$ cat src/arsl_regs.svh
// Register offsets, field positions, reset values and opcode codes of the ALU register slice.
// Assumes a 12-bit AXI4-Lite byte address with one aligned 32-bit word per register.
`ifndef ARSL_REGS_SVH
`define ARSL_REGS_SVH

`define ARSL_ADDR_W        12
`define ARSL_CTRL_OFS      12'h000
`define ARSL_STATE_OFS     12'h004
`define ARSL_INT_STAT_OFS  12'h008
`define ARSL_INT_MASK_OFS  12'h00C

`define ARSL_CTRL_RST      32'h0000_0001
`define ARSL_CTRL_WB_BIT   0
`define ARSL_INT_W         3
`define ARSL_INT_DONE_BIT  0
`define ARSL_INT_OVF_BIT   1
`define ARSL_INT_ZERO_BIT  2
`define ARSL_INT_RST       3'h0

`define ARSL_RESP_OKAY     2'h0
`define ARSL_RESP_SLVERR   2'h2

`define ARSL_OP_ADD_INC    3'h0
`define ARSL_OP_ADD        3'h1
`define ARSL_OP_AND        3'h2
`define ARSL_OP_PASS_D     3'h3
`define ARSL_OP_PASS_R     3'h4
`define ARSL_OP_OR         3'h5
`define ARSL_OP_XOR        3'h6
`define ARSL_OP_NOT_D      3'h7

`define ARSL_WORDS         8
`define ARSL_SYNC_N        3
`define ARSL_SYNC_RST      3'h7

`endif

$ cat src/arsl_pkg.sv
// Types shared by the ALU register slice and its combinational core.
// Assumes the constants of arsl_regs.svh are included where numbers are needed.
package arsl_pkg;

	typedef logic [3:0] arsl_nib_t;
	typedef logic [2:0] arsl_op_t;

	// Expansion and status outputs of one slice; the expansion flags are active low as on the pins, nonzero is active high.
	typedef struct packed {
		logic ripple_n;
		logic prop_n;
		logic gen_n;
		logic nonzero;
	} arsl_flags_s;

	// Synchronised pin levels.
	typedef struct packed {
		logic cycle_clock;
		logic execute_n;
		logic drive_n;
	} arsl_pins_s;

endpackage

$ cat src/arsl_slice.sv
// ALU register slice: eight 4-bit registers, output register, pins and an AXI4-Lite slave.
// Assumes a single clk; cycle clock, execute and output enable are slow asynchronous pins.
`timescale 1ns/1ps
`include "arsl_regs.svh"

module arsl_slice (
	input  wire logic                      clk,
	input  wire logic                      rst,
	input  wire logic [`ARSL_ADDR_W-1:0]   s_axi_awaddr,
	input  wire logic                      s_axi_awvalid,
	output logic                           s_axi_awready,
	input  wire logic [31:0]               s_axi_wdata,
	input  wire logic [3:0]                s_axi_wstrb,
	input  wire logic                      s_axi_wvalid,
	output logic                           s_axi_wready,
	output logic [1:0]                     s_axi_bresp,
	output logic                           s_axi_bvalid,
	input  wire logic                      s_axi_bready,
	input  wire logic [`ARSL_ADDR_W-1:0]   s_axi_araddr,
	input  wire logic                      s_axi_arvalid,
	output logic                           s_axi_arready,
	output logic [31:0]                    s_axi_rdata,
	output logic [1:0]                     s_axi_rresp,
	output logic                           s_axi_rvalid,
	input  wire logic                      s_axi_rready,
	input  wire logic                      top_slice_select,
	input  wire logic                      execute_n,
	input  wire logic                      cycle_clock,
	input  wire logic                      output_drive_enable_n,
	input  wire logic                      carry_or_opcode_bit0,
	input  wire logic                      opcode_bit1,
	input  wire logic                      opcode_bit2,
	input  wire logic [2:0]                register_select,
	input  wire logic [3:0]                operand_in_n,
	output logic [3:0]                     data_out_n,
	output logic                           data_out_oe,
	output logic                           ripple_carry_n,
	output logic                           propagate_n,
	output logic                           generate_n,
	output logic                           zero_out,
	output logic                           zero_oe,
	output logic                           irq
);

	arsl_pkg::arsl_nib_t   ram [`ARSL_WORDS];
	arsl_pkg::arsl_nib_t   next_ram [`ARSL_WORDS];
	arsl_pkg::arsl_nib_t   operand_latch;
	arsl_pkg::arsl_nib_t   next_operand_latch;
	arsl_pkg::arsl_nib_t   result;
	arsl_pkg::arsl_flags_s flags;
	arsl_pkg::arsl_pins_s  pins;
	arsl_pkg::arsl_pins_s  next_pins;
	arsl_pkg::arsl_op_t    op;
	logic                  overflow;
	logic [`ARSL_SYNC_N-1:0] pin_raw;
	logic [`ARSL_SYNC_N-1:0] sync1;
	logic [`ARSL_SYNC_N-1:0] sync2;
	logic [`ARSL_SYNC_N-1:0] sync3;
	logic                  cc_rise;
	logic                  write_back;
	logic [3:0]            next_data_out_n;
	logic                  next_data_out_oe;
	logic [31:0]           ctrl;
	logic [31:0]           next_ctrl;
	logic [`ARSL_INT_W-1:0] int_stat;
	logic [`ARSL_INT_W-1:0] next_int_stat;
	logic [`ARSL_INT_W-1:0] int_mask;
	logic [`ARSL_INT_W-1:0] next_int_mask;
	logic [`ARSL_INT_W-1:0] int_event;
	logic                  next_irq;
	logic                  aw_held;
	logic                  next_aw_held;
	logic                  w_held;
	logic                  next_w_held;
	logic [`ARSL_ADDR_W-1:0] aw_addr;
	logic [`ARSL_ADDR_W-1:0] next_aw_addr;
	logic [31:0]           w_data;
	logic [31:0]           next_w_data;
	logic [3:0]            w_strb;
	logic [3:0]            next_w_strb;
	logic                  next_awready;
	logic                  next_wready;
	logic                  next_bvalid;
	logic [1:0]            next_bresp;
	logic                  next_arready;
	logic                  next_rvalid;
	logic [31:0]           next_rdata;
	logic [1:0]            next_rresp;
	logic                  do_write;
	logic [31:0]           wmask;
	logic [31:0]           state_word;

	assign op      = {opcode_bit2, opcode_bit1, carry_or_opcode_bit0};
	assign pin_raw = {cycle_clock, execute_n, output_drive_enable_n};

	// Combinational core; the expansion pins cannot be registered without breaking the cascade.
	arsl_alu u_alu (
		.top_slice_select (top_slice_select),
		.op               (op),
		.reg_val          (operand_latch),
		.opnd             (~operand_in_n),
		.result           (result),
		.overflow         (overflow),
		.flags            (flags)
	);

	// Expansion and zero pins follow the ALU directly, independent of execute and the clocks.
	assign ripple_carry_n = flags.ripple_n;
	assign propagate_n    = flags.prop_n;
	assign generate_n     = flags.gen_n;
	assign zero_out       = 1'b0;
	assign zero_oe        = flags.nonzero;

	// Three-stage synchronisers for the slow control pins, one per pin.
	for (genvar i = 0; i < `ARSL_SYNC_N; i++) begin : g_sync
		always_ff @(posedge clk or posedge rst) begin
			if (rst) begin
				sync1[i] <= 1'b1;
				sync2[i] <= 1'b1;
				sync3[i] <= 1'b1;
			end else begin
				sync1[i] <= pin_raw[i];
				sync2[i] <= sync1[i];
				sync3[i] <= sync2[i];
			end
		end
	end

	// A pin level counts only once the second and third stages agree.
	always_comb begin
		next_pins = pins;
		if (sync2[2] == sync3[2]) begin
			next_pins.cycle_clock = sync3[2];
		end
		if (sync2[1] == sync3[1]) begin
			next_pins.execute_n = sync3[1];
		end
		if (sync2[0] == sync3[0]) begin
			next_pins.drive_n = sync3[0];
		end
	end

	// Microcycle: latches follow the RAM while the cycle clock is high and hold while it is low,
	// so write-back cannot feed its own result into the adder.
	always_comb begin
		cc_rise            = next_pins.cycle_clock & ~pins.cycle_clock;
		write_back         = ~pins.cycle_clock & ~pins.execute_n & ctrl[`ARSL_CTRL_WB_BIT];
		next_operand_latch = pins.cycle_clock ? ram[register_select] : operand_latch;
		next_data_out_n    = data_out_n;
		if (cc_rise && !pins.execute_n) begin
			next_data_out_n = ~result;
		end
		next_data_out_oe   = ~next_pins.drive_n;
	end

	// One write port per RAM word.
	for (genvar w = 0; w < `ARSL_WORDS; w++) begin : g_ram
		always_comb begin
			next_ram[w] = ram[w];
			if (write_back && register_select == 3'(w)) begin
				next_ram[w] = result;
			end
		end
		always_ff @(posedge clk or posedge rst) begin
			if (rst) begin
				ram[w] <= 4'h0;
			end else begin
				ram[w] <= next_ram[w];
			end
		end
	end

	// Events are taken at each output-register load; a new event wins over a clear.
	always_comb begin
		int_event = '0;
		if (cc_rise && !pins.execute_n) begin
			int_event[`ARSL_INT_DONE_BIT] = 1'b1;
			int_event[`ARSL_INT_OVF_BIT]  = overflow & top_slice_select;
			int_event[`ARSL_INT_ZERO_BIT] = ~flags.nonzero;
		end
	end

	// AXI4-Lite slave: address and data are taken in either order, one write and one read at a time.
	always_comb begin
		next_aw_held = aw_held;
		next_w_held  = w_held;
		next_aw_addr = aw_addr;
		next_w_data  = w_data;
		next_w_strb  = w_strb;
		next_bvalid  = s_axi_bvalid;
		next_bresp   = s_axi_bresp;
		next_ctrl    = ctrl;
		next_int_mask = int_mask;
		next_int_stat = int_stat;
		wmask = {{8{w_strb[3]}}, {8{w_strb[2]}}, {8{w_strb[1]}}, {8{w_strb[0]}}};
		if (s_axi_awvalid && s_axi_awready) begin
			next_aw_held = 1'b1;
			next_aw_addr = s_axi_awaddr;
		end
		if (s_axi_wvalid && s_axi_wready) begin
			next_w_held = 1'b1;
			next_w_data = s_axi_wdata;
			next_w_strb = s_axi_wstrb;
		end
		do_write = aw_held & w_held & ~s_axi_bvalid;
		if (s_axi_bvalid && s_axi_bready) begin
			next_bvalid = 1'b0;
		end
		if (do_write) begin
			next_aw_held = 1'b0;
			next_w_held  = 1'b0;
			next_bvalid  = 1'b1;
			next_bresp   = `ARSL_RESP_OKAY;
			if (aw_addr == `ARSL_CTRL_OFS) begin
				next_ctrl = (ctrl & ~wmask) | (w_data & wmask);
			end else if (aw_addr == `ARSL_INT_MASK_OFS) begin
				next_int_mask = (int_mask & ~wmask[`ARSL_INT_W-1:0])
					| (w_data[`ARSL_INT_W-1:0] & wmask[`ARSL_INT_W-1:0]);
			end else if (aw_addr == `ARSL_INT_STAT_OFS) begin
				next_int_stat = int_stat & ~(w_data[`ARSL_INT_W-1:0] & wmask[`ARSL_INT_W-1:0]);
			end else if (aw_addr != `ARSL_STATE_OFS) begin
				next_bresp = `ARSL_RESP_SLVERR;
			end
		end
		next_int_stat = next_int_stat | int_event;
		next_irq      = |(next_int_stat & next_int_mask);
		next_awready  = ~next_aw_held & ~next_bvalid;
		next_wready   = ~next_w_held & ~next_bvalid;
	end

	// Read side; the state word shows the output register, live result and slice flags.
	always_comb begin
		state_word   = {20'h0_0000, flags.ripple_n, flags.gen_n, flags.prop_n,
			~flags.nonzero, result, ~data_out_n};
		next_rvalid  = s_axi_rvalid;
		next_rdata   = s_axi_rdata;
		next_rresp   = s_axi_rresp;
		if (s_axi_rvalid && s_axi_rready) begin
			next_rvalid = 1'b0;
		end
		if (s_axi_arvalid && s_axi_arready) begin
			next_rvalid = 1'b1;
			next_rresp  = `ARSL_RESP_OKAY;
			if (s_axi_araddr == `ARSL_CTRL_OFS) begin
				next_rdata = ctrl;
			end else if (s_axi_araddr == `ARSL_STATE_OFS) begin
				next_rdata = state_word;
			end else if (s_axi_araddr == `ARSL_INT_STAT_OFS) begin
				next_rdata = {29'h0, int_stat};
			end else if (s_axi_araddr == `ARSL_INT_MASK_OFS) begin
				next_rdata = {29'h0, int_mask};
			end else begin
				next_rdata = 32'h0000_0000;
				next_rresp = `ARSL_RESP_SLVERR;
			end
		end
		next_arready = ~next_rvalid;
	end

	// Registered state of the slice other than the RAM words and the synchronisers.
	always_ff @(posedge clk or posedge rst) begin
		if (rst) begin
			pins          <= '1;
			operand_latch <= 4'h0;
			data_out_n    <= 4'hF;
			data_out_oe   <= 1'b0;
			ctrl          <= `ARSL_CTRL_RST;
			int_stat      <= `ARSL_INT_RST;
			int_mask      <= `ARSL_INT_RST;
			irq           <= 1'b0;
			aw_held       <= 1'b0;
			w_held        <= 1'b0;
			aw_addr       <= '0;
			w_data        <= 32'h0000_0000;
			w_strb        <= 4'h0;
			s_axi_awready <= 1'b0;
			s_axi_wready  <= 1'b0;
			s_axi_bvalid  <= 1'b0;
			s_axi_bresp   <= `ARSL_RESP_OKAY;
			s_axi_arready <= 1'b0;
			s_axi_rvalid  <= 1'b0;
			s_axi_rdata   <= 32'h0000_0000;
			s_axi_rresp   <= `ARSL_RESP_OKAY;
		end else begin
			pins          <= next_pins;
			operand_latch <= next_operand_latch;
			data_out_n    <= next_data_out_n;
			data_out_oe   <= next_data_out_oe;
			ctrl          <= next_ctrl;
			int_stat      <= next_int_stat;
			int_mask      <= next_int_mask;
			irq           <= next_irq;
			aw_held       <= next_aw_held;
			w_held        <= next_w_held;
			aw_addr       <= next_aw_addr;
			w_data        <= next_w_data;
			w_strb        <= next_w_strb;
			s_axi_awready <= next_awready;
			s_axi_wready  <= next_wready;
			s_axi_bvalid  <= next_bvalid;
			s_axi_bresp   <= next_bresp;
			s_axi_arready <= next_arready;
			s_axi_rvalid  <= next_rvalid;
			s_axi_rdata   <= next_rdata;
			s_axi_rresp   <= next_rresp;
		end
	end

endmodule

$ cat src/arsl_alu.sv
// Combinational 4-bit ALU and expansion control logic of one slice.
// Assumes operands are active high here; the caller inverts the active-low data bus.
`timescale 1ns/1ps
`include "arsl_regs.svh"

module arsl_alu (
	input  wire logic                 top_slice_select,
	input  wire arsl_pkg::arsl_op_t   op,
	input  wire arsl_pkg::arsl_nib_t  reg_val,
	input  wire arsl_pkg::arsl_nib_t  opnd,
	output arsl_pkg::arsl_nib_t       result,
	output logic                      overflow,
	output arsl_pkg::arsl_flags_s     flags
);

	logic                arith;
	logic                cin;
	logic [4:0]          sum;
	arsl_pkg::arsl_nib_t g;
	arsl_pkg::arsl_nib_t p;
	logic                grp_p;
	logic                grp_g;

	// Operation select; the low opcode bit doubles as the active-low carry in.
	always_comb begin
		arith = ~op[2] & ~op[1];
		cin   = ~op[0];
		sum   = {1'b0, reg_val} + {1'b0, opnd} + {4'h0, cin};
		g     = reg_val & opnd;
		p     = reg_val | opnd;
		grp_p = &p;
		grp_g = g[3] | (p[3] & g[2]) | (p[3] & p[2] & g[1]) | (p[3] & p[2] & p[1] & g[0]);
		if (arith) begin
			result = sum[3:0];
		end else if (op == `ARSL_OP_AND) begin
			result = reg_val & opnd;
		end else if (op == `ARSL_OP_PASS_D) begin
			result = opnd;
		end else if (op == `ARSL_OP_PASS_R) begin
			result = reg_val;
		end else if (op == `ARSL_OP_OR) begin
			result = reg_val | opnd;
		end else if (op == `ARSL_OP_XOR) begin
			result = reg_val ^ opnd;
		end else begin
			result = ~opnd;
		end
		overflow = arith & (reg_val[3] == opnd[3]) & (result[3] != reg_val[3]);
	end

	// Expansion outputs; no clock or execute term, so a cascade settles within one microcycle.
	always_comb begin
		flags.nonzero = |result;
		if (arith) begin
			flags.ripple_n = ~sum[4];
		end else begin
			flags.ripple_n = op[0];
		end
		if (top_slice_select) begin
			flags.prop_n = ~result[3];
			flags.gen_n  = ~overflow;
		end else if (arith) begin
			flags.prop_n = ~grp_p;
			flags.gen_n  = ~grp_g;
		end else begin
			flags.prop_n = 1'b0;
			flags.gen_n  = 1'b1;
		end
	end

endmodule

$ cat config.mk
export PLATFORM = sky130hd
export DESIGN_NAME = arsl_slice
export DESIGN_NICKNAME = d
export VERILOG_FILES = /design/src/arsl_pkg.sv /design/src/arsl_slice.sv /design/src/arsl_alu.sv
export VERILOG_INCLUDE_DIRS = /design/src /design/src/src
export SDC_FILE = /design/constraint.sdc
export NUM_CORES = 1
export LEC_CHECK = 0
export BUFFER_PORTS_ARGS = -buffer_cell sky130_fd_sc_hd__buf_2
export CAP_MARGIN = 20
export CORE_ASPECT_RATIO = 0.75
export CORE_UTILIZATION = 25
export CTS_BUF_LIST = sky130_fd_sc_hd__clkbuf_8 sky130_fd_sc_hd__clkbuf_16
export DETAILED_ROUTE_END_ITERATION = 12
export PLACE_DENSITY_LB_ADDON = 0.3
export SKIP_CTS_REPAIR_TIMING = 1
export SLEW_MARGIN = 10
export SYNTH_ARGS = -nofsm -noshare
export SYNTH_HDL_FRONTEND = slang
export SYNTH_SLANG_ARGS = --single-unit
$ cat constraint.sdc
create_clock -name clk -period 14.7 [get_ports clk]
set_input_delay 2.94 -clock clk [delete_from_list [all_inputs] [get_ports clk]]
set_output_delay 2.94 -clock clk [all_outputs]
set_load 0.03 [all_outputs]
Yosys cells after proc, flatten, opt, wreduce, memory -nomap -nowiden
Cells that the tools add are included.

storage, ports and cells
  flip-flop bits (word level) = 183
  memories kept = 0
  logic and storage cells = 186
  RAM bits = 0
  memory bits (read-only) = 0
  latch bits = 0

cells by class
  multiplexer cells = 42
  bitwise logic cells = 56
  shift-type cells = 0
  reduce and logical (&&, ||, !) cells = 22
  $add $sub $neg = 2
  equal/unequal tests = 23
  order comparisons = 1
  multiply operators = 0
  divide/modulo/power cells = 0

operators with widths
  operator                                                                   count
  32-bit bitwise AND                                                         2
  12-bit by 4-bit equality test with 1-bit output (second input constant)    4
  32-bit two-way mux                                                         1
  4-bit two-way mux                                                          8
  32-bit inverter                                                            1
  32-bit OR                                                                  1
  3-bit two-way mux                                                          10
  12-bit zero test                                                           2
  3-bit equality test (second input constant)                                7
  2-bit two-way mux                                                          10
  1-bit inverter                                                             17
  1-bit bitwise AND                                                          16
  4-bit inverter                                                             4
  1-bit logical AND                                                          14
  3-bit bitwise AND                                                          4
  4-bit binary-select mux with 3-bit select                                  1
  12-bit by 3-bit equality test with 1-bit output (second input constant)    1
  3-bit by 2-bit equality test with 1-bit output (second input constant)     4
  12-bit two-way mux                                                         1
  12-bit by 3-bit inequality test with 1-bit output (second input constant)  1
  1-bit two-way mux                                                          11
  3-bit inverter                                                             2
  3-bit OR                                                                   2
  4-bit by 4-bit adder with 5-bit output                                     1
  other kinds (16)                                                           21

Logic depth before layout (Yosys ltp)
  depth after elaboration = 15
  mapped depth = 9
  depth with buffers taken out = 9

Cells and area by module
From an unflattened synthesis, not the netlist that was laid out.

unflattened totals
  cells, all modules = 619
  area total of the unflattened synthesis = 7842.5 µm²

modules (own cells, without submodules)
  module      instances  seq. area each (µm²)  area an instance (µm²)  cells an instance
  arsl_slice  1          4550.6                7223.2                  543
  arsl_alu    1          0.0                   619.3                   76

Least setup slack after synthesis
OpenSTA, ideal clock, no wires.

  kind = input to output
  start = input carry_or_opcode_bit0
  end = output zero_oe
  path slack = 6562 ps
  stages on the path = 7
  path buffers = 1
  data required time = 11760 ps
  arrival = 5198 ps
  cells stage by stage = inv_1 -> fa_1 -> fa_1 -> xnor2_1 -> mux4_2 -> clkbuf_1 -> or4b_2

between the ends
  cells in the longest elaborated chain, start to end = 8
  elaborated cells on any way between the ends = 14
  classes of those cells = add/sub (1); eq/ne (5); mux (6); bitwise (1); reduce/logical (1)

RTL lines
  item                                  line              RTL
  start: declaration                    arsl_slice.sv:30  input wire logic carry_or_opcode_bit0,
  3-bit equality test (no source line)  --
  4-bit two-way mux                     arsl_alu.sv:43    end else if (op == `ARSL_OP_XOR) begin
  4-bit two-way mux                     arsl_alu.sv:41    end else if (op == `ARSL_OP_OR) begin
  4-bit two-way mux                     arsl_alu.sv:39    end else if (op == `ARSL_OP_PASS_R) begin
  4-bit two-way mux                     arsl_alu.sv:37    end else if (op == `ARSL_OP_PASS_D) begin
  4-bit two-way mux                     arsl_alu.sv:35    end else if (op == `ARSL_OP_AND) begin
  4-bit two-way mux (*)                 arsl_alu.sv:33    if (arith) begin
  4-bit OR reduction (*)                arsl_alu.sv:53    flags.nonzero = |result;
  end: declaration                      arsl_slice.sv:41  output logic zero_oe,

Every way passes the cells marked *; elsewhere a longest branch is shown, timed or not.

Worst setup path in the final report
Same ends and word-level chain as after synthesis.

==> run metrics <==
status complete, but fails checks; violated checks DRC; CTS Root Cell clkbuf_16; die extent in x 206 um; final worst-path cycle share 59.2%; worst-margin pin slew 0.923 ns; H-tree level count 4; Top FF cell, synth dfrtp_1; Initial Util 25.7%; Startpoint Class input port; Layout Nets 852; Flop pwr share a little under half; Vias per Instance ~4.5; I/O Pins 133; Synth Cell Area just under 0.008 mm^2; Core Area 0.0305 mm^2; DP Wirelength around 13000 um; Total Wirelength 18800 um; Clock Skew 0.0139 ns; busiest grt layer met2; initial antenna violation count 6; Post-synth top cells 164 x dfrtp_1, 105 x mux2_2, 84 x nand2_1, 48 x o21ai_0, 26 x clkbuf_1; Worst EP required approximately 12 ns; EDFF count, synth 0; number of global-route vias before repair 5332; largest net degree at the start of global routing 110; Yosys warning count 0; clock share of power 34.4%; delay of the slowest critical-path stage 0.71 ns; Final GP Congestion 0.815; post-synth top area share about 52%; RSZ-0062 raised after global routing false; cts bufs inserted 17; # setup viols final 0; largest vdd supply drop a little over 90 uV; port buffer count 129; Slew HR approximately two fifths; Hold Slack ~0.36 ns; row count 55; Post-Syn Instances roughly 640; slowest cell on the critical path or4b_2; CP max FO 17; final antenna-violating net count 0; grt total ovfl 0; clk_lat worst skew approximately 0.45 ns; met2 usage between 15 and 20%; drt initial violations 203; first-pass GRT wire length 29900 um; Max Transition Viols Final 0; crit path DAT 5.77 ns; Die H 155 um; post-DR wirelength/cell 16.0 um; DIE AREA 0.0321 mm^2; top-count cell post-synth dfrtp_1; Power Density between 100 and 150 mW/mm^2; Crit Path Class in -> out; met1 usage 17.2%; number of library cell types mapped by synthesis 56; Synth async-reset ratio 100%; fmax about 0.11 GHz; clock-pin slew on the worst setup and hold paths 0.07 ns; setup TNS 0 ns; TritonCTS sink count 181; #FFs+latches synth about 180; MaxCap Viol Count 0; area leader, netlist dfrtp_1; Leakage approximately 4.5 nW; DR vias 5321; final hold violation count 0; area grow syn2layout 22.1%; synthesized area per cell 12.3 um^2; Clock Tree Buf Depth 2; NetSw between 0.3 and 0.4 mW; Tot GR Track Use 12.5%; Worst setup EP type output port; layout cells sized above 1 39.7%; switching share of power 28.5%; Synth area leaders dfrtp_1 52%, mux2_2 15%, dfstp_2 5.7%; critical path cell sequence buf_2, inv_1, fa_1, a211o_1, o21ai_0, xor2_1, a21oi_1, buf_4, or4b_2, buf_2; Tmin final 8.71 ns; DRC 28; Pre-Repair DR Iteration Count 9; Power, Total 1.36 mW; CTS tree built; post-synthesis sequential area ratio between 50% and 60%; global-route met3 utilization 5.13%; CP most frequent cell buf_2; internal power 0.975 mW; Comb pwr share 18.1%; min-delay worst type reg -> reg
==> logic make-up (layout without fill, tap and decap cells) <==
group | Yosys count | count (layout) | share of synthesized area, %
multiplexers | 123 | 123 | 18.8
buffers and inverters | 51 | 188 | 2.59
AO/OA/AOI/OAI | 107 | 107 | 8.48
flip-flops | 181 | 181 | 58.1
AND/OR/NAND/NOR | 158 | 158 | 9.68
other | 1 | 6 | 0.0479
XOR/XNOR | 2 | 2 | 0.224
adder cells (fa/ha/maj) | 12 | 12 | 2.04
==> metal layers <==
layer | share of wire, % | vias to the layer above
li1 | - | 2510
met1 | 47 | 2662
met4 | 0.96 | 6
met2 | 44 | 127
met5 | 0.22 | -
met3 | 7.6 | 16
==> per-stage QoR <==
step,utilization [%],instance area (um^2),cells,setup slack [ns]
finish,31.4,9560,1176,5.99
global route,31.4,9560,1174,5.81
CTS,31.2,9500,1170,6.02
detailed placement,29.2,8900,1138,6.02
global placement,29.2,8900,1138,6.06
floorplan,-,7840,637,6.56
==> worst max-delay path: cells and delay by family <==
family,cells,cell delay [ns]
buffers and inverters,4,0.85
and+or+nand+nor,1,0.71
AOI/OAI and AO/OA,3,0.52
adders and majority gates,1,0.49
xor gates and xnor gates,1,0.26
==> cell usage in the layout, fill, tap and decap left out, types with 8 or more instances in the layout <==
master,count
dfrtp_1,164
buf_2,130
mux2_2,105
nand2_1,83
o21ai_0,48
nor2_1,23
inv_1,20
a21oi_1,20
dfstp_2,17
clkbuf_16,17
nor2b_1,10
mux4_2,9
mux2i_1,8
a221oi_1,8
ha_1,8
==> power by group through the flow <==
stage | Sequential (mW) | Clock [mW] | Combinational (mW)
3_5_place_dp | 0.658 | 0 | 0.247
5_1_grt | 0.662 | 0.507 | 0.272
4_1_cts | 0.649 | 0.487 | 0.248
2_1_floorplan | 0.663 | 0 | 0.162
6_report | 0.647 | 0.470 | 0.247
3_3_place_gp | 0.656 | 0 | 0.243
==> cell type report <==
class	instances	area, um^2
diodes	3	7.51
clock buffers	20	467
clock inverters	12	140
fillers	3138	20900
inverters	20	80.1
multi-input cells	405	3090
flip-flops and latches	181	4550
well taps	399	499
repair buffers	136	728
==> worst paths after layout <==
kind                       slack, ns                    startpoint  depth (start not counted)                     endpoint
min reg2reg                     0.36            sync1[2]$_DFF_PP1_                          0           sync2[2]$_DFF_PP1_
max reg2reg                    11.83  operand_latch[3]$_DFFE_PP0P_                          7                irq$_DFF_PP0_
max                             5.99          carry_or_opcode_bit0                         10                      zero_oe
min in group asynchronous       2.53                           rst                          2       w_data[24]$_DFFE_PP0P_
min                             0.36            sync1[2]$_DFF_PP1_                          0           sync2[2]$_DFF_PP1_
max in group asynchronous      10.52                           rst                          4  s_axi_rdata[25]$_DFFE_PP0P_
Note: power is estimated with default switching activity, not from simulation.
